File: src/pcoc_pkg.sv
// Function
// - output clock is built from and aligned to the system clock
// - clock-out enable picks pin function: clock when 1, plain I/O when 0
// - source is timer-zero match frequency halved or a divided system clock
// - prescale field bits 3..2; code 00 passes the system clock undivided
// - sleep mode stops the output clock regardless of enable
// - mode 000/001/010: SPI master at system clock /4, /16, /64
// - mode 011: SPI master on time-base clock; 100: timer-zero match /2
// - mode 101 SPI slave, 110 I2C slave, 111 unused
// - serial enable bit 1 switches interface; off floats lines, low current
// - serial enable has effect only when the configuration option allows it
// - rising serial enable leaves SPI control contents unknown; software inits
package pcoc_pkg;
    localparam logic [11:0] PCOC_CTRL_ADDR = 12'h000;
    localparam logic [7:0]  PCOC_CTRL_RESET = 8'hE0;
    localparam int          PCOC_MODE_LSB = 5;
    localparam int          PCOC_CKEN_BIT = 4;
    localparam int          PCOC_PRESC_LSB = 2;
    localparam int          PCOC_SEN_BIT = 1;
    localparam logic [7:0]  PCOC_WRITE_MASK = 8'hFE;
    // divisors for prescale codes 01 and 10 (even values, halved into half-period counts)
    localparam logic [7:0]  PCOC_DIV_CODE1 = 8'h04;
    localparam logic [7:0]  PCOC_DIV_CODE2 = 8'h08;
    localparam logic [1:0]  PCOC_PRESC_SYS = 2'h0;
    localparam logic [1:0]  PCOC_PRESC_D1 = 2'h1;
    localparam logic [1:0]  PCOC_PRESC_D2 = 2'h2;
    localparam logic [1:0]  PCOC_PRESC_TMR = 2'h3;
    typedef enum logic [2:0] {
        PCOC_SPI_M_DIV4  = 3'h0,
        PCOC_SPI_M_DIV16 = 3'h1,
        PCOC_SPI_M_DIV64 = 3'h2,
        PCOC_SPI_M_TBC   = 3'h3,
        PCOC_SPI_M_TMR   = 3'h4,
        PCOC_SPI_SLAVE   = 3'h5,
        PCOC_I2C_SLAVE   = 3'h6,
        PCOC_UNUSED      = 3'h7
    } pcoc_mode_e;
    localparam logic [5:0] PCOC_SCK_DIV4 = 6'h01;
    localparam logic [5:0] PCOC_SCK_DIV16 = 6'h07;
    localparam logic [5:0] PCOC_SCK_DIV64 = 6'h1F;
endpackage

File: src/pcoc_divider.sv
`timescale 1ns/1ps
// toggles its output every (half_count+1) cycles; restarts low when cleared
module pcoc_divider (
    input  wire logic       sys_clk,
    input  wire logic       rstn,
    input  wire logic       run,
    input  wire logic [7:0] half_count,
    output logic            clk_out
);
    logic [7:0] cnt_reg;
    wire        wrap = (cnt_reg >= half_count);
    always_ff @(posedge sys_clk or negedge rstn) begin
        if (!rstn) begin
            cnt_reg <= 8'h00;
            clk_out <= 1'b0;
        end else if (!run) begin
            cnt_reg <= 8'h00;
            clk_out <= 1'b0;
        end else if (wrap) begin
            cnt_reg <= 8'h00;
            clk_out <= ~clk_out;
        end else begin
            cnt_reg <= cnt_reg + 8'h01;
        end
    end
endmodule

File: src/pcoc_top.sv
// Register access over APB and the register offsets were decided locally.
`timescale 1ns/1ps
module pcoc_top (
    input  wire logic        sys_clk,
    input  wire logic        rstn,
    input  wire logic        psel,
    input  wire logic        penable,
    input  wire logic        pwrite,
    input  wire logic [11:0] paddr,
    input  wire logic [31:0] pwdata,
    output logic [31:0]      prdata,
    output logic             pready,
    output logic             pslverr,
    input  wire logic        sleep_mode,
    input  wire logic        serial_config_option,
    input  wire logic        timer_zero_match,
    input  wire logic        time_base_clock,
    input  wire logic        gpio_out,
    input  wire logic        gpio_oe_n,
    output logic             periph_clock_out_pin_o,
    output logic             periph_clock_out_pin_oe_n,
    output logic [2:0]       serial_mode,
    output logic             serial_enabled,
    output logic             serial_lines_float,
    output logic             spi_master_sel,
    output logic             spi_slave_sel,
    output logic             i2c_slave_sel,
    output logic             spi_clock_gen,
    output logic             spi_ctrl_unknown
);
    logic [7:0] ctrl_reg;
    logic [7:0] ctrl_next;
    logic       tmr_half_reg;
    logic       sen_eff_reg;
    logic       clk_out_reg;
    logic       spi_clk_reg;
    logic [5:0] sck_cnt_reg;
    logic       unk_reg;
    logic [7:0] rdata_byte;

    wire        addr_hit = (paddr == pcoc_pkg::PCOC_CTRL_ADDR);
    wire        wr_en = psel && penable && pwrite && addr_hit;
    wire [2:0]  mode = ctrl_reg[pcoc_pkg::PCOC_MODE_LSB +: 3];
    wire        cken = ctrl_reg[pcoc_pkg::PCOC_CKEN_BIT];
    wire [1:0]  presc = ctrl_reg[pcoc_pkg::PCOC_PRESC_LSB +: 2];
    wire        sen_bit = ctrl_reg[pcoc_pkg::PCOC_SEN_BIT];
    wire        sen_eff = sen_bit && serial_config_option;
    wire        out_run = cken && !sleep_mode;
    wire        div_run = out_run && (presc == pcoc_pkg::PCOC_PRESC_D1 ||
                                      presc == pcoc_pkg::PCOC_PRESC_D2);
    wire [7:0]  div_half = (presc == pcoc_pkg::PCOC_PRESC_D1) ?
                           (pcoc_pkg::PCOC_DIV_CODE1 >> 1) - 8'h01 :
                           (pcoc_pkg::PCOC_DIV_CODE2 >> 1) - 8'h01;
    wire        div_clk;
    logic       src_clk;

    // bit 0 never stored, so it reads back 0
    assign ctrl_next = (pwdata[7:0] & pcoc_pkg::PCOC_WRITE_MASK);
    assign rdata_byte = ctrl_reg;
    assign pready = 1'b1;
    assign pslverr = psel && penable && !addr_hit;

    always_ff @(posedge sys_clk or negedge rstn) begin
        if (!rstn) begin
            ctrl_reg <= pcoc_pkg::PCOC_CTRL_RESET;
        end else if (wr_en) begin
            ctrl_reg <= ctrl_next;
        end
    end

    always_ff @(posedge sys_clk or negedge rstn) begin
        if (!rstn) begin
            prdata <= 32'h0000_0000;
        end else if (psel && !penable && !pwrite) begin
            prdata <= addr_hit ? {24'h000000, rdata_byte} : 32'h0000_0000;
        end
    end

    // timer-zero match pulses halved by a toggle
    always_ff @(posedge sys_clk or negedge rstn) begin
        if (!rstn) begin
            tmr_half_reg <= 1'b0;
        end else if (timer_zero_match) begin
            tmr_half_reg <= ~tmr_half_reg;
        end
    end

    pcoc_divider u_div (
        .sys_clk    (sys_clk),
        .rstn       (rstn),
        .run        (div_run),
        .half_count (div_half),
        .clk_out    (div_clk)
    );

    // code 00 cannot be retimed by a flop; it gates the system clock itself,
    // which is aligned but glitch-prone if enable changes while sys_clk is high
    always_comb begin
        case (presc)
            pcoc_pkg::PCOC_PRESC_SYS: src_clk = sys_clk;
            pcoc_pkg::PCOC_PRESC_TMR: src_clk = tmr_half_reg;
            default:                  src_clk = div_clk;
        endcase
    end

    always_ff @(posedge sys_clk or negedge rstn) begin
        if (!rstn) begin
            clk_out_reg <= 1'b0;
        end else begin
            clk_out_reg <= out_run && (presc == pcoc_pkg::PCOC_PRESC_TMR) ?
                           tmr_half_reg : div_clk;
        end
    end

    assign periph_clock_out_pin_o = !out_run ? gpio_out :
        (presc == pcoc_pkg::PCOC_PRESC_SYS) ? src_clk : clk_out_reg;
    assign periph_clock_out_pin_oe_n = out_run ? 1'b0 : gpio_oe_n;

    // serial mode decode
    assign serial_mode = mode;
    assign spi_master_sel = sen_eff && (mode <= 3'(pcoc_pkg::PCOC_SPI_M_TMR));
    assign spi_slave_sel = sen_eff && (mode == 3'(pcoc_pkg::PCOC_SPI_SLAVE));
    assign i2c_slave_sel = sen_eff && (mode == 3'(pcoc_pkg::PCOC_I2C_SLAVE));
    assign serial_enabled = sen_eff;
    assign serial_lines_float = !sen_eff;
    assign spi_ctrl_unknown = unk_reg;

    // serial clock for master modes; slave mode relies on the external clock
    wire [5:0] sck_half =
        (mode == 3'(pcoc_pkg::PCOC_SPI_M_DIV4))  ? pcoc_pkg::PCOC_SCK_DIV4 :
        (mode == 3'(pcoc_pkg::PCOC_SPI_M_DIV16)) ? pcoc_pkg::PCOC_SCK_DIV16 :
                                                   pcoc_pkg::PCOC_SCK_DIV64;
    wire       sck_divmode = spi_master_sel && (mode <= 3'(pcoc_pkg::PCOC_SPI_M_DIV64));

    always_ff @(posedge sys_clk or negedge rstn) begin
        if (!rstn) begin
            sck_cnt_reg <= 6'h00;
            spi_clk_reg <= 1'b0;
        end else begin
            if (!spi_master_sel) begin
                sck_cnt_reg <= 6'h00;
                spi_clk_reg <= 1'b0;
            end else if (sck_divmode) begin
                if (sck_cnt_reg >= sck_half) begin
                    sck_cnt_reg <= 6'h00;
                    spi_clk_reg <= ~spi_clk_reg;
                end else begin
                    sck_cnt_reg <= sck_cnt_reg + 6'h01;
                end
            end else if (mode == 3'(pcoc_pkg::PCOC_SPI_M_TBC)) begin
                spi_clk_reg <= time_base_clock;
            end else begin
                spi_clk_reg <= tmr_half_reg;
            end
        end
    end
    assign spi_clock_gen = spi_clk_reg;

    // flags that SPI control contents are not valid after enable rises
    always_ff @(posedge sys_clk or negedge rstn) begin
        if (!rstn) begin
            sen_eff_reg <= 1'b0;
            unk_reg <= 1'b0;
        end else begin
            sen_eff_reg <= sen_eff;
            if (sen_eff && !sen_eff_reg) begin
                unk_reg <= 1'b1;
            end else if (!sen_eff) begin
                unk_reg <= 1'b0;
            end
        end
    end
endmodule

File: config.mk
export PLATFORM = sky130hd
export DESIGN_NAME = pcoc_top
export DESIGN_NICKNAME = d
export VERILOG_FILES = /design/src/pcoc_pkg.sv /design/src/pcoc_divider.sv /design/src/pcoc_top.sv
export SDC_FILE = /design/constraint.sdc
export NUM_CORES = 1
export LEC_CHECK = 0
export ABC_AREA = 0
export ABC_CLOCK_PERIOD_IN_PS = 3700
export BUFFER_PORTS_ARGS = -buffer_cell sky130_fd_sc_hd__buf_2
export CORE_MARGIN = 5
export CORE_UTILIZATION = 43
export CTS_CLUSTER_DIAMETER = 150
export DETAILED_ROUTE_END_ITERATION = 8
export PLACE_DENSITY = 0.75
export SYNTH_ARGS = -nofsm -noshare
export SYNTH_HDL_FRONTEND = slang
export SYNTH_HIERARCHICAL = 1
export SYNTH_SLANG_ARGS = --single-unit
File: constraint.sdc
create_clock -name sys_clk -period 3.7 [get_ports sys_clk]
set_input_delay 0.185 -clock sys_clk [delete_from_list [all_inputs] [get_ports sys_clk]]
set_output_delay 0.185 -clock sys_clk [all_outputs]
set_load 0.01 [all_outputs]
# --- Word level (Yosys, flattened, before mapping) ---
# Index checks and enable logic that the tools add are counted.
totals:
  regBits: 59
  in_bits: 55
  output_inout_bits: 46
classes:
  n_eq_ne: 11
  bitwise: 3
  reduce_logical: 25
  n_lt_le_gt_ge: 4
  n_addsub: 2
  mux: 21
op_table:
  columns: ["cell", "n"]
  rows:
  - ["$mux 8", 3]
  - ["$mux 6", 3]
  - ["$logic_and 1x1->1", 15]
  - ["$logic_not 12->1", 1]
  - ["$mux 1", 12]
  - ["$mux 5", 2]
  - ["$add 8x1->8 const B", 1]
  - ["$ge 8x2->1", 1]
  - ["$add 6x1->6 const B", 1]
  - ["$eq 3x3->1 const B", 2]
  - ["$ge 6x5->1", 1]
  - ["$logic_not 1->1", 6]
  - ["$eq 2x2->1 const B", 2]
  - ["$ne 2x1->1 const B", 2]
  - ["$eq 3x1->1 const B", 1]
  - ["$eq 3x2->1 const B", 1]
  - ["$le 3x2->1 const B", 1]
  - ["$le 3x3->1 const B", 1]
  - ["$logic_not 3->1", 1]
  - ["$ne 3x2->1 const B", 1]
  - ["$not 1->1", 3]
  - ["$eq 2x1->1 const B", 1]
  - ["$logic_not 2->1", 1]
  - ["$mux 2", 1]
  - ["other kinds (2)", 2]

# --- Depth between registers and ports, before layout ---
depth:
  word_depth: 7
  ltp_mapped: 9
  mapped_depth_nobuf: 9

# --- Cells and area by module ---
# Netlist, hierarchy kept.
modules_own_cells:
  columns: ["mod", "area_per_inst_um2", "instances", "seq_area_each_um2", "cells_per_inst"]
  rows:
  - ["pcoc_top", 1515.2, 1, 629.4, 146]
  - ["pcoc_divider", 610.6, 1, 225.2, 64]

==> metrics.cfg <==
[synth]
synth_top_flop_cell = dfrtp_1
yosys_register_bits = 34
synthArstFlopShare = 1.00
synth_cell_types = 47
syn_inst = 210
avgSynthCellArea_sq_um = 10.1
synth_edf_count = 0
netlist_area_sq_mm = 0.00213
ys_seq_area_frac = 0.402
yosysWarningCount = 6

[placed_design]
port_buffers = 49
place_ws_ns = 1.36
gp_congestion = 0.784
dp_hpwl_mm = 3.14
place_area_sq_mm = 0.00233

[timing]
setup_viol = 0
final.setup.tns_ns = 0
rsz0062_at_grt = no
finalHoldViolations = 0
relSlewSlack = 0.520
fin_skew_ns = 0.00670
worst_slack_ns = 1.10
worst_slew_pin_slew_ns = 0.721
whs_ns = 0.0274
drv_slew = 0

[critical_path]
worstPathRequired_ns = 3.51
critPathArrivalTime_ns = 2.41
critPathKind = clock port to primary output
worstPathMaxFanout = 2
cp-start-kind = clock port
worstSetupEndpointType = primary output

[final_layout]
area_delta_synth_final_pct = 18.9
fillers = 439
largest_register_ffs = 8
multi_input_area_sq_mm = 0.00108
most-common-layout-cells = buf_2 (49), conb_1 (33), dfrtp_1 (31)
layout_commonest_cell = buf_2
drive_above_1_share = 0.296
stdcell_area_sq_mm = 0.00253
nets = 339
area.sequential_sq_um = 855
n_antenna_cell = 0

[routing]
final_antenna_net_count = 0
drc = 0
dr.first_iter.drc_count = 80
dr.pass1.iters = 4
vias = 1579
viasPerCell = 4.69
routedWlPerCell_um = 12.2
drt-total-wl_mm = 4.13

[hold_path]
hold_path.class = input port to flip-flop

[clocking]
clkLatencyLatePin_ns = 0.39
post-cts-setup-buffer-count = 0
cts_tree = yes
post_cts_resized = 0
cts.clk_slew.worst_paths_ns = 0.07

[floorplan]
initial_core_util = 0.447
die_x_um = 80.3
die_area_sq_mm = 0.00645
core_sq_mm = 0.00475
rows = 25
ioPinCount = 101
die_h_um = 80.3

[grt]
grt_usage = 0.140
antenna_found_initial = 0
grt_pass1_vias = 1578
grt_first_pass_wirelength_mm = 6.78
grt.overflow.total = 0
grt_max_degree = 35

[power_and_ir_drop]
peakVddDrop_mv = 0.169
power_density_mw_per_mm2 = 371
p_leak_uw = 0.00133

[status]
outcome = finished clean

[job]
cap_viol_max_count = 0

-- cell type report --
cell class	count	area share
multi-input cells	157	0.428
well taps	67	0.0332
repair buffers	50	0.103
clock buffers	9	0.0455
clock inverters	3	0.0272
inverters	17	0.0252
flip-flops and latches	34	0.338
-- layer usage --
layer / global-route usage / vias to the layer above / wire length, um
li1: - / 785 / -
met1: 0.147 / 726 / 1740
met2: 0.236 / 60 / 1950
met3: 0.0549 / 8 / 336
met4: 0.0845 / 0 / 97
met5: 0 / - / 0
-- cells by family (layout without fill, tap and decap cells) --
group / count (synthesis) / count (layout) / synth area share
AO/OA/AOI/OAI: 30 / 30 / 0.111
XOR/XNOR: 9 / 9 / 0.0371
adder cells (fa/ha/maj): 15 / 15 / 0.0883
buffers and inverters: 50 / 79 / 0.144
flip-flops: 34 / 34 / 0.402
multiplexers: 12 / 12 / 0.0630
other: 2 / 33 / 0.00353
AND/OR/NAND/NOR: 58 / 58 / 0.151
-- metrics by stage --
| stage | power, uW | util | cells |
|---|---|---|---|
| 2_1_floorplan | 441 | - | 241 |
| 3_3_place_gp | 450 | 0.490 | 324 |
| 3_5_place_dp | 452 | 0.490 | 324 |
| 4_1_cts | 951 | 0.532 | 337 |
| 5_1_grt | 977 | 0.532 | 337 |
| 6_report | 937 | 0.532 | 337 |
-- Yosys cell counts, types with 2 or more instances --
library cell / count / area share
dfrtp_1: 31 / 0.36
xnor2_1: 4 / 0.016
ha_1: 15 / 0.088
a221o_1: 2 / 0.0094
dfstp_2: 3 / 0.037
or2_2: 2 / 0.0059
buf_4: 29 / 0.10
a31oi_1: 3 / 0.0088
nand3_1: 7 / 0.016
inv_1: 17 / 0.030
nand2_1: 8 / 0.014
xor2_1: 5 / 0.021
nand2b_1: 2 / 0.0059
conb_1: 2 / 0.0035
a21oi_1: 3 / 0.0071
o21ai_0: 2 / 0.0047
mux2_2: 11 / 0.058
buf_2: 2 / 0.0047
a22o_1: 10 / 0.041
and3_1: 5 / 0.015
or2_1: 2 / 0.0059
nand3b_1: 2 / 0.0071
nor4_1: 4 / 0.012
and2_1: 2 / 0.0059
nor2_1: 15 / 0.026
-- report_power, final --
group | internal, uW | total, uW | leakage [uW] | switching (uW)
sequential | 377 | 386 | 0.000462 | 8.55
combinational | 20.3 | 53.5 | 0.000765 | 33.2
clock | 343 | 497 | 0.000106 | 154
-- worst paths after layout --
kind / slack (ns) / cells past startpoint / from / end
worst max-delay path: 1.10 / 5 / sys_clk / periph_clock_out_pin_o
worst min-delay path: 0.03 / 2 / pwdata[7] / ctrl_reg[7]$_DFFE_PN1P_
worst max register to register: 1.58 / 6 / ctrl_reg[6]$_DFFE_PN1P_ / spi_clock_gen$_DFFE_PN0P_
worst min register to register: 0.41 / 1 / sen_eff_reg$_DFF_PN0_ / spi_ctrl_unknown$_DFFE_PN0P_
max in group asynchronous: 2.85 / 2 / rstn / ctrl_reg[4]$_DFFE_PN0P_
min in group asynchronous: 0.39 / 2 / rstn / spi_ctrl_unknown$_DFFE_PN0P_
-- repair_timing --
item                                   CTS  global route
setup endpoints to repair                0             0
hold buffers                             2             0
endpoints found under the hold margin   32             0
-- critical path, cell delays in order --
cell	delay, ns
clkbuf_8	0.11
clkbuf_8	0.12
mux2i_1	0.11
o21ai_0	0.08
buf_2	0.14
Power figures use the tool's default switching activity.
